==> src/core/bstc_defines.vh <==
// Operation
// - held step-up past debounce raises tap one
// - held step-down past debounce lowers tap one
// - step inputs active low, idle high
// - tap held in 5-bit up/down counter
// - counter decoded one-hot to 32 taps
// - pulses shorter than 40 ms ignored
// - short push one step, long push repeats
// - slow repeat first second, then fast
// - slow step interval 250 ms typical
// - release stops stepping, resets scan timing
// - counter saturates at both ends
// - store-mode input debounced, low means auto-save unless locked
// - auto-save writes counter at power-down
// - power-up loads stored value before stepping
// - manual save on debounced store-mode rise
// - each valid store push saves once
// - store-mode low after high power-up locks steps
`ifndef BSTC_DEFINES_VH
`define BSTC_DEFINES_VH
`define BSTC_CLK_HZ 25000000
`define BSTC_DEBOUNCE_MS 40
`define BSTC_DEBOUNCE_CYC ((`BSTC_CLK_HZ / 1000) * `BSTC_DEBOUNCE_MS)
`define BSTC_SLOW_MS 250
`define BSTC_SLOW_CYC ((`BSTC_CLK_HZ / 1000) * `BSTC_SLOW_MS)
`define BSTC_FAST_MS 50
`define BSTC_FAST_CYC ((`BSTC_CLK_HZ / 1000) * `BSTC_FAST_MS)
`define BSTC_SCAN_MS 1000
`define BSTC_SCAN_CYC ((`BSTC_CLK_HZ / 1000) * `BSTC_SCAN_MS)
`define BSTC_TAP_W 5
`define BSTC_TAP_N 32
`define BSTC_TAP_MAX 5'h1F
`define BSTC_TAP_MIN 5'h00
`endif

==> src/core/bstc_debounce.v <==
`timescale 1ns/1ps
`include "bstc_defines.vh"
module bstc_debounce #(
  parameter [31:0] DEBOUNCE_CYC = `BSTC_DEBOUNCE_CYC
) (
  input wire clk,
  input wire rstn,
  input wire pin_n,
  output reg level_n
);
  reg sync1_reg;
  reg sync2_reg;
  reg [31:0] cnt_reg;
  always @(posedge clk)
  begin
    if (!rstn)
    begin
      sync1_reg <= 1'b1;
      sync2_reg <= 1'b1;
      cnt_reg <= 32'h0000_0000;
      level_n <= 1'b1;
    end
    else
    begin
      sync1_reg <= pin_n;
      sync2_reg <= sync1_reg;
      // any bounce restarts the interval, so short pulses never pass
      if (sync2_reg == level_n)
        cnt_reg <= 32'h0000_0000;
      else if (cnt_reg >= DEBOUNCE_CYC - 32'h0000_0001)
      begin
        cnt_reg <= 32'h0000_0000;
        level_n <= sync2_reg;
      end
      else
        cnt_reg <= cnt_reg + 32'h0000_0001;
    end
  end
endmodule // bstc_debounce

==> src/core/bstc_tap_counter.v <==
`timescale 1ns/1ps
`include "bstc_defines.vh"
module bstc_tap_counter #(
  parameter [31:0] DEBOUNCE_CYC = `BSTC_DEBOUNCE_CYC,
  parameter [31:0] SLOW_CYC = `BSTC_SLOW_CYC,
  parameter [31:0] FAST_CYC = `BSTC_FAST_CYC,
  parameter [31:0] SCAN_CYC = `BSTC_SCAN_CYC
) (
  input wire clk,
  input wire rstn,
  input wire step_up_button_n,
  input wire step_down_button_n,
  input wire store_mode_select_n,
  input wire power_fail,
  input wire [4:0] nv_read_data,
  output reg [4:0] tap_position,
  output reg [31:0] tap_select,
  output reg nv_write,
  output reg [4:0] nv_write_data,
  output reg power_loss_save,
  output reg ready
);
  localparam [1:0] ST_LOAD = 2'd0;
  localparam [1:0] ST_IDLE = 2'd1;
  localparam [1:0] ST_SCAN = 2'd2;
  localparam [1:0] ST_OFF = 2'd3;

  wire up_n;
  wire dn_n;
  wire sel_n;
  reg [1:0] state_reg;
  reg [31:0] rate_reg;
  reg [31:0] held_reg;
  reg dir_up_reg;
  reg sel_prev_reg;
  reg lock_reg;
  reg strap_high_reg;
  reg pf_sync1_reg;
  reg pf_sync2_reg;
  reg step;
  reg [31:0] period;

  function [4:0] tap_move;
    input [4:0] pos;
    input up;
    begin
      if (up)
        tap_move = (pos == `BSTC_TAP_MAX) ? pos : pos + 5'h01;
      else
        tap_move = (pos == `BSTC_TAP_MIN) ? pos : pos - 5'h01;
    end
  endfunction

  function [31:0] one_hot;
    input [4:0] pos;
    begin
      one_hot = 32'h0000_0001 << pos;
    end
  endfunction

  bstc_debounce #(.DEBOUNCE_CYC(DEBOUNCE_CYC)) u_db_up (
    .clk(clk),
    .rstn(rstn),
    .pin_n(step_up_button_n),
    .level_n(up_n)
  );
  bstc_debounce #(.DEBOUNCE_CYC(DEBOUNCE_CYC)) u_db_dn (
    .clk(clk),
    .rstn(rstn),
    .pin_n(step_down_button_n),
    .level_n(dn_n)
  );
  bstc_debounce #(.DEBOUNCE_CYC(DEBOUNCE_CYC)) u_db_sel (
    .clk(clk),
    .rstn(rstn),
    .pin_n(store_mode_select_n),
    .level_n(sel_n)
  );

  // repeat period: slow for the first second, then fast
  always @*
  begin
    if (held_reg >= SCAN_CYC)
      period = FAST_CYC;
    else
      period = SLOW_CYC;
  end

  always @*
  begin
    step = 1'b0;
    if (state_reg == ST_SCAN && !lock_reg && (up_n ^ dn_n))
      step = (rate_reg >= period - 32'h0000_0001);
  end

  always @(posedge clk)
  begin
    if (!rstn)
    begin
      state_reg <= ST_LOAD;
      rate_reg <= 32'h0000_0000;
      held_reg <= 32'h0000_0000;
      dir_up_reg <= 1'b0;
      sel_prev_reg <= 1'b1;
      lock_reg <= 1'b0;
      strap_high_reg <= 1'b1;
      pf_sync1_reg <= 1'b0;
      pf_sync2_reg <= 1'b0;
      tap_position <= `BSTC_TAP_MIN;
      tap_select <= 32'h0000_0001;
      nv_write <= 1'b0;
      nv_write_data <= `BSTC_TAP_MIN;
      power_loss_save <= 1'b0;
      ready <= 1'b0;
    end
    else
    begin
      pf_sync1_reg <= power_fail;
      pf_sync2_reg <= pf_sync1_reg;
      nv_write <= 1'b0;
      power_loss_save <= 1'b0;
      sel_prev_reg <= sel_n;
      tap_select <= one_hot(tap_position);
      // lock only when the strap read high at power-up and is pulled low later
      if (ready && sel_prev_reg && !sel_n && strap_high_reg)
        lock_reg <= 1'b1;
      if (ready && !sel_prev_reg && sel_n)
      begin
        lock_reg <= 1'b0;
        nv_write <= 1'b1;
        nv_write_data <= tap_position;
      end
      case (state_reg)
        ST_LOAD:
        begin
          tap_position <= nv_read_data;
          // two cycles past debounce so the strap level has settled
          // a strap still bouncing at power-up is read at its last debounced level
          if (held_reg >= DEBOUNCE_CYC + 32'h0000_0002)
          begin
            ready <= 1'b1;
            strap_high_reg <= sel_n;
            held_reg <= 32'h0000_0000;
            state_reg <= ST_IDLE;
          end
          else
            held_reg <= held_reg + 32'h0000_0001;
        end
        ST_IDLE:
        begin
          rate_reg <= 32'h0000_0000;
          held_reg <= 32'h0000_0000;
          if (pf_sync2_reg)
          begin
            if (!sel_n && !lock_reg)
            begin
              power_loss_save <= 1'b1;
              nv_write <= 1'b1;
              nv_write_data <= tap_position;
            end
            state_reg <= ST_OFF;
          end
          else if (!lock_reg && (up_n ^ dn_n))
          begin
            tap_position <= tap_move(tap_position, !up_n);
            dir_up_reg <= !up_n;
            state_reg <= ST_SCAN;
          end
        end
        ST_SCAN:
        begin
          if ((dir_up_reg ? up_n : dn_n) || pf_sync2_reg)
          begin
            state_reg <= ST_IDLE;
            rate_reg <= 32'h0000_0000;
            held_reg <= 32'h0000_0000;
          end
          else
          begin
            if (held_reg < SCAN_CYC)
              held_reg <= held_reg + 32'h0000_0001;
            if (step)
            begin
              rate_reg <= 32'h0000_0000;
              tap_position <= tap_move(tap_position, dir_up_reg);
            end
            else if (rate_reg < period)
              rate_reg <= rate_reg + 32'h0000_0001;
          end
        end
        ST_OFF:
        begin
          // stays off until power is fully restored and reset reapplied
          state_reg <= ST_OFF;
        end
        default:
          state_reg <= ST_IDLE;
      endcase
    end
  end
endmodule // bstc_tap_counter

==> config.mk <==
export PLATFORM = sky130hd
export DESIGN_NAME = bstc_tap_counter
export DESIGN_NICKNAME = d
export VERILOG_FILES = /design/src/core/bstc_debounce.v /design/src/core/bstc_tap_counter.v
export VERILOG_INCLUDE_DIRS = /design/src /design/src/core
export SDC_FILE = /design/constraint.sdc
export NUM_CORES = 1
export LEC_CHECK = 0
export BUFFER_PORTS_ARGS = -buffer_cell sky130_fd_sc_hd__buf_2
export CAP_MARGIN = 20
export CORE_UTILIZATION = 65
export DETAILED_ROUTE_END_ITERATION = 6
export PLACE_DENSITY = 0.84
export SYNTH_ARGS = -nofsm -noshare
export SYNTH_HDL_FRONTEND = slang
export SYNTH_SLANG_ARGS = --single-unit
==> constraint.sdc <==
create_clock -name clk -period 6 [get_ports clk]
set_input_delay 0.9 -clock clk [delete_from_list [all_inputs] [get_ports clk]]
set_output_delay 0.9 -clock clk [all_outputs]
set_load 0.02 [all_outputs]
======== Word-level counts from Yosys, hierarchy flattened ========
Cells that the tools add are included.
cells by class
  $add $sub $neg .......................... 8
  multipliers ............................. 0
  div/mod/pow operators ................... 0
  magnitude comparators ................... 8
  equality and inequality tests ........... 16
  shift operators ......................... 1
  mux-type cells .......................... 34
  bitwise operators ....................... 6
  reduce and logical (&&, ||, !) cells .... 32
operators by type and width
  kind                                                          count
  2-to-1 mux 32 bit                                             6
  adder 32 x 1 -> 32 bit, second input constant                 5
  >= comparator 32 x 20 -> 1 bit, second input constant         4
  one-hot mux 32 bit (3 select lines)                           1
  one-hot mux 32 bit (2 select lines)                           1
  2-to-1 mux 5 bit                                              12
  >= comparator 32 x 25 -> 1 bit, second input constant         1
  >= comparator 32 bit                                          1
  less-than comparator 32 x 25 -> 1 bit, second input constant  1
  less-than comparator 32 bit                                   1
  << shifter 1 x 5 -> 32 bit, first input constant              1
  subtractor 32 x 1 -> 32 bit, second input constant            1
  2-to-1 mux 23 bit                                             1
  one-hot mux 5 bit (3 select lines)                            1
  AND reduction 2 bit                                           6
  != test 2 bit, second input constant                          5
  logical AND 1 bit                                             9
  AND reduction 3 bit                                           3
  OR reduction 3 bit                                            3
  2-to-1 mux 2 bit                                              4
  one-hot mux 2 bit (4 select lines)                            1
  2-to-1 mux 1 bit                                              7
  adder 5 x 1 -> 5 bit, second input constant                   1
  == test 5 bit, second input constant                          1
  18 further kinds                                              28
word-level totals
  flip-flop bits (word level) ............. 222
  bits in latches ......................... 0
  memory bits (writable) .................. 0
  memory bits (read-only) ................. 0
  bits of input ports ..................... 11
  output and inout port bits .............. 45
  word-level logic and storage cells ...... 132
  memories ................................ 0

======== Logic depth before layout (Yosys ltp) ========
Gate-level depths: netlist of run 1.
  word-level depth ........................ 8
  gate-level depth with buffers ........... 16
  gate-level depth less buffers ........... 14

======== Cells and area by module ========
From an unflattened synthesis of run 1, not the netlist that was laid out.
second synthesis, totals
  cell total of the unflattened synthesis .. 1033
  area total of the unflattened synthesis .. 9517.9 um^2
modules (own cells, without submodules)
  module            instances  cells an instance  area each (um^2)  sequential area each (um^2)
  bstc_tap_counter  1          646                5606.6            2342.2
  bstc_debounce     3          129                1303.8            700.7

======== Worst setup path before layout of run 1 ========
No wires, ideal clock.
  kind .................................... reg-to-reg
  start point ............................. register held_reg[6]
  end point ............................... register rate_reg[15]
  library setup time ...................... 0.071 ns
  arrival time ............................ 3.633 ns
  required time ........................... 5.929 ns
  slack ................................... 2.296 ns
  cell stages (with the launch flop) ...... 16
  buffers on the path ..................... 1
  period minus slack after synthesis ...... 3.704 ns
  cell sequence ........................... dfxtp_1 or4_1 o2111ai_2 a21oi_1 o21ai_0 nand2_1 inv_1 ha_1 a211oi_1 a21oi_1 o21bai_1 a41oi_1 or4_1 buf_2 or3_1 a21oi_1
between the ends
  longest elaborated chain between the ends .. 8
  elaborated cells between the ends (all ways) .. 11
  classes of those cells .................. 1 x add/sub; 3 x order compare; 1 x eq/ne; 5 x mux; 1 x reduce/logical
RTL lines
  what                                 line                    RTL
  from (decl)                          bstc_tap_counter.v:33   reg [31:0] held_reg;
  from (signal assigned)               bstc_tap_counter.v:147  held_reg <= held_reg + 32'h0000_0001;
  from (signal assigned)               bstc_tap_counter.v:181  held_reg <= held_reg + 32'h0000_0001;
  >= comparator 32 x 25 -> 1 bit *     bstc_tap_counter.v:83   if (held_reg >= SCAN_CYC)
  2-to-1 mux 23 bit *                  bstc_tap_counter.v:83
  subtractor 32 x 1 -> 32 bit          bstc_tap_counter.v:93   step = (rate_reg >= period - 32'h0000_0001);
  >= comparator 32 bit                 bstc_tap_counter.v:93
  2-to-1 mux 1 bit                     bstc_tap_counter.v:92   if (state_reg == ST_SCAN && !lock_reg && (up_n ^ dn_n))
  2-to-1 mux 32 bit                    bstc_tap_counter.v:182  if (step)
  2-to-1 mux 32 bit                    bstc_tap_counter.v:172  if ((dir_up_reg ? up_n : dn_n) || pf_sync2_reg)
  one-hot mux 32 bit (2 select lines)  bstc_tap_counter.v:133  case (state_reg)
  to (signal assigned)                 bstc_tap_counter.v:188  rate_reg <= rate_reg + 32'h0000_0001;
  to (decl)                            bstc_tap_counter.v:32   reg [31:0] rate_reg;
Mark *: on every way between the ends. The rest lies on a longest branch, timed or not.
A chain may end at the register's enable or synchronous reset.

======== Final worst setup path of run 1 ========
  start point ............................. register held_reg[6]
  end point ............................... register rate_reg[2]
Same word-level chain as after synthesis.

==> results.json, run 1 <==
{
  "min_path_type": "register to register",
  "r2r-end": "rate_reg[2]",
  "rows": 43,
  "synth-seq-area-share_pct": 47.67,
  "synth-edff-count": 0,
  "yosysMostFrequentCell": "dfxtp_1",
  "fmax_mhz": 210.6,
  "dieArea_um2": 14830,
  "crit_path_start": "held_reg[6]",
  "fin_nets": 1166,
  "area_growth_syn_to_layout_pct": 13.27,
  "antenna_left": 0,
  "cts_setup_buffers": 0,
  "design_area_um2": 10560,
  "min_from": "u_db_up.sync1_reg",
  "clk_root_buffer_cell": "clkbuf_16",
  "drt_wl_total_um": 19600,
  "ys_top_cells_by_count": "dfxtp_1, nor2_1, nand2_1",
  "hold_viol": 0,
  "slew_headroom_pct": 31.67,
  "path_clk_slew_ns": 0.06,
  "drive_above_1_share_pct": 9.258,
  "period_share_pct": 79.15,
  "syn_avg_cell_area_um2": 8.813,
  "dpl-instance-area_um2": 9817,
  "ir_worst_vdd_mv": 0.2789,
  "cts_num_sinks": 222,
  "cp-end-kind": "register",
  "synth-seq-cells": 222,
  "worst_pin_slew_ns": 1.022,
  "grt_antenna_before_repair": 0,
  "cp_cell_sequence": "or4_1, o2111ai_2, a21oi_1, o21ai_0, nand2_1, inv_1, ha_1, a211oi_1, a21oi_1, o21bai_1, a41oi_2, buf_4, or4_1, or3b_2, a21oi_1",
  "yosys-top-cells-area": "dfxtp_1, nor2_1, xor2_1",
  "multiInputGateArea_um2": 4741,
  "critical_path_class": "register to register",
  "r2r-start": "held_reg[6]",
  "cts_tree": "yes",
  "arrival_ns": 5.18,
  "clkLatencyLatePin_ns": 0.51,
  "holdPathStages": 1,
  "hold_path_end": "u_db_up.sync2_reg",
  "core_um2": 13930,
  "numCtsBuffers": 22,
  "max-cap-violations": 0,
  "gr-total-overflow": 0,
  "start_util_pct": 66.91,
  "cts-resized-gates": 0,
  "gp_congestion": 0.8413,
  "stdcell_count": 1325,
  "die_w_um": 121.8,
  "critPathMaxFanout": 31,
  "setup_tns_ns": 0,
  "grt_first_pass_wirelength_um": 32320,
  "firstDrtPassIters": 5,
  "slew_violations": 0,
  "htree_levels": 1,
  "finalSetupViolations": 0,
  "path_common_cell": "a21oi_1",
  "max_stage_delay_ns": 0.90,
  "antenna_cells": 0,
  "rsz0062_at_grt": "no",
  "drcViolationCount": 0,
  "synth.largest_area_cell": "dfxtp_1",
  "r2r_slack_ns": 1.25,
  "post-place-cells": 1286,
  "syn_area_um2": 9324,
  "ys_async_sr_fraction_pct": 0,
  "cp-start-kind": "register",
  "power.density_nw_per_um2": 346.3,
  "grt_usage_pct": 26.23,
  "synthDistinctLibCells": 67,
  "skew_ns": 0.01418,
  "ff2ff_path_depth": 15,
  "io_buffers": 55,
  "grt_pass1_vias": 7009,
  "netlist_instances": 1058,
  "status": "completed",
  "hold_buffers": 0,
  "ys_warn_count": 0,
  "netlist.area_leader.share_pct": 47.67,
  "routedWlPerCell_um": 14.79,
  "initialDrtViolationCount": 593,
  "clock_path_buffers": 3,
  "num_vias": 7663,
  "hpwl_um": 12840,
  "leakage_nw": 3.989,
  "seqCellArea_um2": 4444,
  "grt_start_max_net_pins": 32,
  "fp.dieH_um": 121.8,
  "vias_per_cell": 5.783,
  "slowest_stage": "or4_1",
  "n_fill_cell": 974,
  "critical_path_required_ns": 6.43,
  "ys.flop_type": "dfxtp_1",
  "layout_min_cycle_time_ns": 4.749,
  "io_pins": 56
}
final cells by class:
| type | count | share of cell area, % |
|---|---|---|
| clock buffers | 32 | 6.137 |
| well taps | 180 | 2.132 |
| clock inverters | 7 | 0.9122 |
| multi-input cells | 798 | 44.89 |
| inverters | 27 | 0.9596 |
| flip-flops and latches | 222 | 42.08 |
| repair buffers | 59 | 2.891 |
worst max path at each step:
stage / end / cells past startpoint
after floorplan: rate_reg[15] / 15
after global placement: rate_reg[2] / 15
after detailed placement: rate_reg[2] / 15
after CTS: rate_reg[2] / 15
after global routing: rate_reg[2] / 15
final: rate_reg[2] / 15
critical path: cells and delay by family, from the launching register on:
family,cells,cell delay (ns)
simple gates,4,2.24
buf+inv,2,0.41
compound gates,8,1.41
flops,1,0.35
fa+ha+maj,1,0.26
report_power, final:
part,total [W],internal (W),switching [W],leakage (nW)
registers,0.00161,0.00153,0.0000810,1.81
logic,0.000659,0.000205,0.000454,1.81
clock network,0.00139,0.000836,0.000552,0.370
total,0.00366,0.00257,0.00109,3.99
stage by stage:
stage	utilization (%)	hold WS, ns	power [W]	setup slack [ns]
6_report	75.79	0.3965	0.003657	1.251
3_3_place_gp	70.45	0.3999	0.002251	1.448
3_5_place_dp	70.45	0.3977	0.002276	1.320
5_1_grt	75.79	0.4217	0.003814	0.8580
4_1_cts	75.79	0.4039	0.003665	1.295
2_1_floorplan	-	0.3863	0.002096	2.296
placed cells by master (no fill, tap or decap), types with 3 or more instances in the layout:
master / instances
nor2_1: 156
o22ai_1: 3
clkinv_2: 4
clkbuf_16: 22
nand4b_1: 3
nand2b_1: 13
o21ai_0: 26
nand4_1: 28
xor2_1: 48
nor4_1: 24
inv_1: 26
nor3b_1: 4
dfxtp_1: 222
conb_1: 36
nor2b_1: 6
nand2_1: 85
buf_2: 55
xnor2_1: 38
o21a_1: 17
nor3_1: 39
o21bai_1: 3
nand3_1: 60
a22oi_1: 5
or2_2: 3
a31oi_1: 11
a211oi_1: 6
and4_1: 11
and3_1: 30
o211ai_1: 7
or3_1: 11
a21oi_1: 28
nor4b_1: 4
clkbuf_1: 4
or4_1: 7
and2_1: 15
clkbuf_8: 6
mux2i_1: 9
buf_4: 4
ha_1: 25
layer usage:
metal	global-route usage, %	wire (um)	vias to the layer above
met3	3.652	780	33
met2	43.68	9356	181
met1	35.51	9117	3647
met4	7.022	348	0
li1	-	-	3802
met5	0	0	-
cell families (layout without fill, tap and decap cells):
kind of cell / Yosys count / after routing / synth area share, %
other: 1 / 36 / 0.04022
and+or+nand+nor: 505 / 505 / 27.01
buffers and inverters: 73 / 125 / 2.992
AOI/OAI and AO/OA: 136 / 136 / 9.769
muxes: 10 / 10 / 1.087
adders and majority gates: 25 / 25 / 3.355
xor gates and xnor gates: 86 / 86 / 8.078
DFF: 222 / 222 / 47.67
(Power assumes the default switching activity.)
==> inputs of run 2 (changes only) <==
CORE_UTILIZATION = 55   (was 65)
PLACE_DENSITY = 0.76   (was 0.84)
clock period = 3.9 ns   (was 6 ns; I/O delays follow)
==> results.json, run 2 (synthesized netlist as in run 1, its figures left out) <==
{
  "status": "completed",
  "post-place-cells": 1346,
  "fp.dieH_um": 132.2,
  "wl_met3_um": 958,
  "critical_path_required_ns": 4.34,
  "layout_min_cycle_time_ns": 3.835,
  "finalSetupViolations": 0,
  "arrival_ns": 4.28,
  "rsz0062_at_grt": "yes",
  "rows": 47,
  "io_buffers": 55,
  "clock_path_buffers": 3,
  "critical_path_class": "register to register",
  "top_layer_used": "met4",
  "cts_num_sinks": 222,
  "cp-start-kind": "register",
  "wl_met1_um": 9521,
  "max_stage_delay_ns": 0.55,
  "ir_worst_vdd_mv": 0.4348,
  "drive_above_1_share_pct": 14.21,
  "p_switching_w": 0.001682,
  "pwr-share-clk_pct": 37.0,
  "intPower_w": 0.003960,
  "setup_tns_ns": 0,
  "core_um2": 16580,
  "htree_levels": 1,
  "skew_ns": 0.008644,
  "cp-end-kind": "register",
  "io_pins": 56,
  "grt_antenna_before_repair": 0,
  "power_frac_comb_pct": 19.3,
  "path_clk_slew_ns": 0.06,
  "seqCellArea_um2": 4446,
  "firstDrtPassIters": 6,
  "gr-total-overflow": 0,
  "hold_buffers": 0,
  "critical-path-top-delay-family": "simple AND/OR/NAND/NOR gates",
  "vias_per_cell": 5.535,
  "drt_wl_total_um": 20310,
  "routedWlPerCell_um": 14.56,
  "wl_met2_um": 9463,
  "power.density_nw_per_um2": 507.9,
  "min_path_type": "primary input to register",
  "max-cap-violations": 0,
  "min_from": "step_up_button_n",
  "start_util_pct": 56.22,
  "period_share_pct": 98.34,
  "final_cell_mix": "dfxtp_1, nor2_1, nand2_1",
  "crit_buf_inv": 4,
  "crit_path_start": "held_reg[6]",
  "numCtsBuffers": 23,
  "n_fill_cell": 1360,
  "ff2ff_path_depth": 17,
  "num_vias": 7721,
  "holdPathStages": 2,
  "antenna_left": 0,
  "critPathMaxFanout": 6,
  "path_common_cell": "or4_4",
  "final_common_cell": "dfxtp_1",
  "slowest_stage": "or4_4",
  "die_w_um": 132.2,
  "grt_first_pass_wirelength_um": 32500,
  "stdcell_count": 1395,
  "hpwl_um": 13050,
  "cts_tree": "yes",
  "leakage_nw": 4.151,
  "worst_pin_slew_ns": 0.7761,
  "grt_start_max_net_pins": 32,
  "drcViolationCount": 0,
  "cp_cell_sequence": "or4_4, o2111ai_2, a21oi_1, o21ai_1, nand2_2, inv_2, ha_4, a211oi_2, a21oi_2, nor2_2, a2111oi_4, buf_4, or4_4, buf_8, buf_6, nor4b_4, o21a_1",
  "multiInputGateArea_um2": 4967,
  "pwr-share-seq_pct": 43.7,
  "gp_congestion": 0.8200,
  "r2r-start": "held_reg[6]",
  "swShare_pct": 29.81,
  "initialDrtViolationCount": 544,
  "hold_viol": 0,
  "fmax_mhz": 260.7,
  "grt_pass1_vias": 6927,
  "fin_nets": 1197,
  "antenna_cells": 0,
  "grt_usage_pct": 21.92,
  "clkLatencyLatePin_ns": 0.50,
  "slew_violations": 0,
  "dieArea_um2": 17480,
  "area_growth_syn_to_layout_pct": 19.15,
  "power_w": 0.005642,
  "clk_root_buffer_cell": "clkbuf_16",
  "slew_headroom_pct": 47.87,
  "cp.depth": 17
}
run 2: cell count changes in the layout (fill, tap and decap cells not counted), moves of 3 or more:
| cell | change |
|---|---|
| ha_1 | -5 |
| ha_4 | +5 |
| a21oi_1 | -5 |
| buf_4 | +22 |
| a21oi_2 | +5 |
| buf_6 | +3 |
run 2: through the flow:
stage / util (%) / hold slack, ns / setup slack, ns / area, um^2
after floorplan: - / 0.3863 / 0.1963 / 9455
after global placement: 60.40 / 0.3886 / -0.03286 / 10020
final: 66.99 / 0.2771 / 0.06486 / 11110
after detailed placement: 60.40 / 0.4010 / -0.1063 / 10020
after CTS: 64.83 / 0.2642 / 0.009056 / 10750
after global routing: 66.99 / 0.2728 / -0.09447 / 11110
run 2: area by class of cell:
cell class	count	share of cell area, %
clock buffer	34	6.003
sequential	222	40.02
multi-input combinational	798	44.71
timing repair buffer	89	5.395
clock inverter	5	0.4843
inverter	27	0.9123
tap	220	2.478
run 2: routing by layer:
| metal | global-route usage, % | vias up |
|---|---|---|
| met4 | 5.109 | 0 |
| met5 | 0 | - |
| met1 | 29.81 | 3619 |
| met2 | 36.63 | 195 |
| met3 | 3.422 | 36 |
| li1 | - | 3871 |
run 2: what timing repair did:
action	4_1_cts	5_1_grt
setup buffers	0	9
endpoints found under the hold margin	0	0
gates resized for setup	4	44
gates cloned	0	1
endpoints found under the setup margin	18	33
pin swaps	2	28
run 2: power groups by stage:
stage          combinational, W  clock, W  sequential, W
6_report                0.00109   0.00209        0.00246
5_1_grt                 0.00119   0.00223        0.00248
4_1_cts                 0.00101   0.00214        0.00246
3_5_place_dp            0.00100         0        0.00251
3_3_place_gp           0.000992         0        0.00251
2_1_floorplan          0.000726         0        0.00250
run 2: path summary, 6_finish.rpt:
path	end	slack, ns
hold / removal	u_db_up.sync1_reg	0.28
setup / recovery	rate_reg[20]	0.06
hold reg to reg	u_db_sel.sync2_reg	0.41
setup reg to reg	rate_reg[20]	0.06
==> inputs of run 3 (changes only) <==
ABC_AREA = 1   (was not set)
MAX_ROUTING_LAYER = met4   (was not set)
SLEW_MARGIN = 20   (was not set)
==> results.json, run 3 <==
{
  "status": "completed",
  "ys_async_sr_fraction_pct": 0,
  "synth-seq-area-share_pct": 43.99,
  "numCtsBuffers": 24,
  "firstDrtPassIters": 5,
  "setup_tns_ns": 0,
  "cts_tree": "yes",
  "hold_buffers": 0,
  "slew_violations": 0,
  "max_stage_delay_ns": 0.38,
  "synthDistinctLibCells": 46,
  "netlist_instances": 1364,
  "fin_nets": 1485,
  "syn_avg_cell_area_um2": 7.406,
  "cp-end-kind": "register",
  "min_path_type": "primary input to register",
  "skew_ns": 0.01951,
  "grt_usage_pct": 22.42,
  "clk_root_buffer_cell": "clkbuf_16",
  "grt_antenna_before_repair": 0,
  "finalSetupViolations": 0,
  "ir_worst_vdd_mv": 0.4712,
  "place_ws_ns": 0.8334,
  "power_w": 0.006306,
  "slowest_stage": "dfxtp_1",
  "num_vias": 8486,
  "gr-total-overflow": 0,
  "htree_levels": 1,
  "fp.dieH_um": 137.5,
  "io_buffers": 55,
  "synth-edff-count": 0,
  "leakage_nw": 4.832,
  "grt_first_pass_wirelength_um": 33950,
  "synth.largest_area_cell": "dfxtp_1",
  "drive_above_1_share_pct": 9.952,
  "clkLatencyLatePin_ns": 0.53,
  "start_util_pct": 56.24,
  "ys_top_cells_by_count": "nand2_1, nor2_1, dfxtp_1",
  "path_clk_slew_ns": 0.06,
  "routedWlPerCell_um": 12.03,
  "cp_cell_sequence": "nand2_1, nor2_1, nand2_1, nand2_1, nand2_1, nand2_2, inv_1, ha_1, nand2_1, nor2_1, nand2_1, nand2_1, nand2_1, nand2_1, nand2_1, nand2_1, nand2_1, nand2_1, inv_1, a21oi_1, nor2_1",
  "critical_path_required_ns": 4.31,
  "grt_pass1_vias": 7588,
  "cts_setup_buffers": 0,
  "initialDrtViolationCount": 425,
  "ys_warn_count": 0,
  "layout_min_cycle_time_ns": 3.117,
  "drcViolationCount": 0,
  "synth-seq-cells": 222,
  "slew_headroom_pct": 28.64,
  "power.density_nw_per_um2": 550.2,
  "hpwl_um": 14370,
  "hold_viol": 0,
  "vias_per_cell": 5.004,
  "grt_start_max_net_pins": 32,
  "drt_wl_total_um": 20410,
  "cts_num_sinks": 222,
  "finalWorstSetupSlack_ns": 0.7832,
  "critPathMaxFanout": 13,
  "ys.flop_type": "dfxtp_1",
  "clock_path_buffers": 3,
  "die_w_um": 137.5,
  "core_um2": 17960,
  "rows": 49,
  "cts-resized-gates": 0,
  "gp_congestion": 0.9333,
  "path_common_cell": "nand2_1",
  "dieArea_um2": 18910,
  "arrival_ns": 3.53,
  "worst_pin_slew_ns": 1.069,
  "yosys-top-cells-area": "dfxtp_1, nand2_1, nor2_1",
  "fmax_mhz": 320.8,
  "antenna_left": 0,
  "critical_path_class": "register to register",
  "period_share_pct": 79.92,
  "yosysMostFrequentCell": "nand2_1",
  "fin_util_pct": 63.80,
  "rsz0062_at_grt": "no",
  "final_common_cell": "nand2_1",
  "cp-start-kind": "register",
  "syn_area_um2": 10100,
  "final_cell_mix": "nand2_1, nor2_1, dfxtp_1",
  "max-cap-violations": 0,
  "antenna_cells": 0,
  "netlist.area_leader.share_pct": 43.99,
  "area_growth_syn_to_layout_pct": 13.45,
  "io_pins": 56
}
-- run 3: logic make-up (layout without fill, tap and decap cells) --
| kind of cell | count (synthesis) | in the layout | share of synthesized area (%) |
|---|---|---|---|
| XOR/XNOR | 83 | 83 | 7.196 |
| adder cells (fa/ha/maj) | 25 | 25 | 3.096 |
| AND/OR/NAND/NOR | 754 | 754 | 33.58 |
| flip-flops | 222 | 222 | 43.99 |
| other | 1 | 36 | 0.03712 |
| AO/OA/AOI/OAI | 75 | 75 | 4.013 |
| buffers and inverters | 204 | 272 | 8.088 |
-- run 3: worst paths after layout --
kind,startpoint,to,slack (ns),depth (start not counted)
min,power_fail,pf_sync1_reg,0.26,3
max reg2reg,held_reg[12],rate_reg[14],0.78,21
min reg2reg,u_db_up.sync1_reg,u_db_up.sync2_reg,0.42,1
max,held_reg[12],rate_reg[14],0.78,21
-- run 3: through the flow --
stage / cell area (um^2) / cells / hold WS [ns]
2_1_floorplan: 10230 / 1399 / 0.3905
3_3_place_gp: 10640 / 1652 / 0.4047
3_5_place_dp: 10640 / 1652 / 0.3986
4_1_cts: 11460 / 1696 / 0.2440
5_1_grt: 11460 / 1696 / 0.2586
6_report: 11460 / 1696 / 0.2604
-- run 3: layout make-up --
type,instances,area [um^2]
tap,229,286.5
clock inverter,16,186.4
sequential,222,4444
timing repair buffer,57,290.3
clock buffer,28,635.6
multi-input combinational,973,4972
inverter,171,645.6
fill,1602,6502
-- run 3: worst max-delay path, delay by kind of cell (launching register included) --
| family | cells | cell delay (ns) |
|---|---|---|
| compound gates | 1 | 0.17 |
| fa+ha+maj | 1 | 0.30 |
| buf+inv | 2 | 0.28 |
| flops | 1 | 0.38 |
| simple gates | 17 | 1.87 |
-- run 3: metal layers --
layer / vias up / GRT usage [%] / share of wire (%)
met4: 0 / 6.960 / 2.7
met2: 190 / 35.65 / 46
li1: 4462 / - / -
met5: - / - / 0
met1: 3789 / 29.34 / 47
met3: 45 / 3.274 / 4.8
-- run 3: power breakdown --
| part | switching [W] | internal (W) | total (W) |
|---|---|---|---|
| logic | 0.000981 | 0.000451 | 0.00143 |
| clock network | 0.000928 | 0.00138 | 0.00231 |
| registers | 0.000155 | 0.00241 | 0.00257 |
| total | 0.00206 | 0.00424 | 0.00631 |
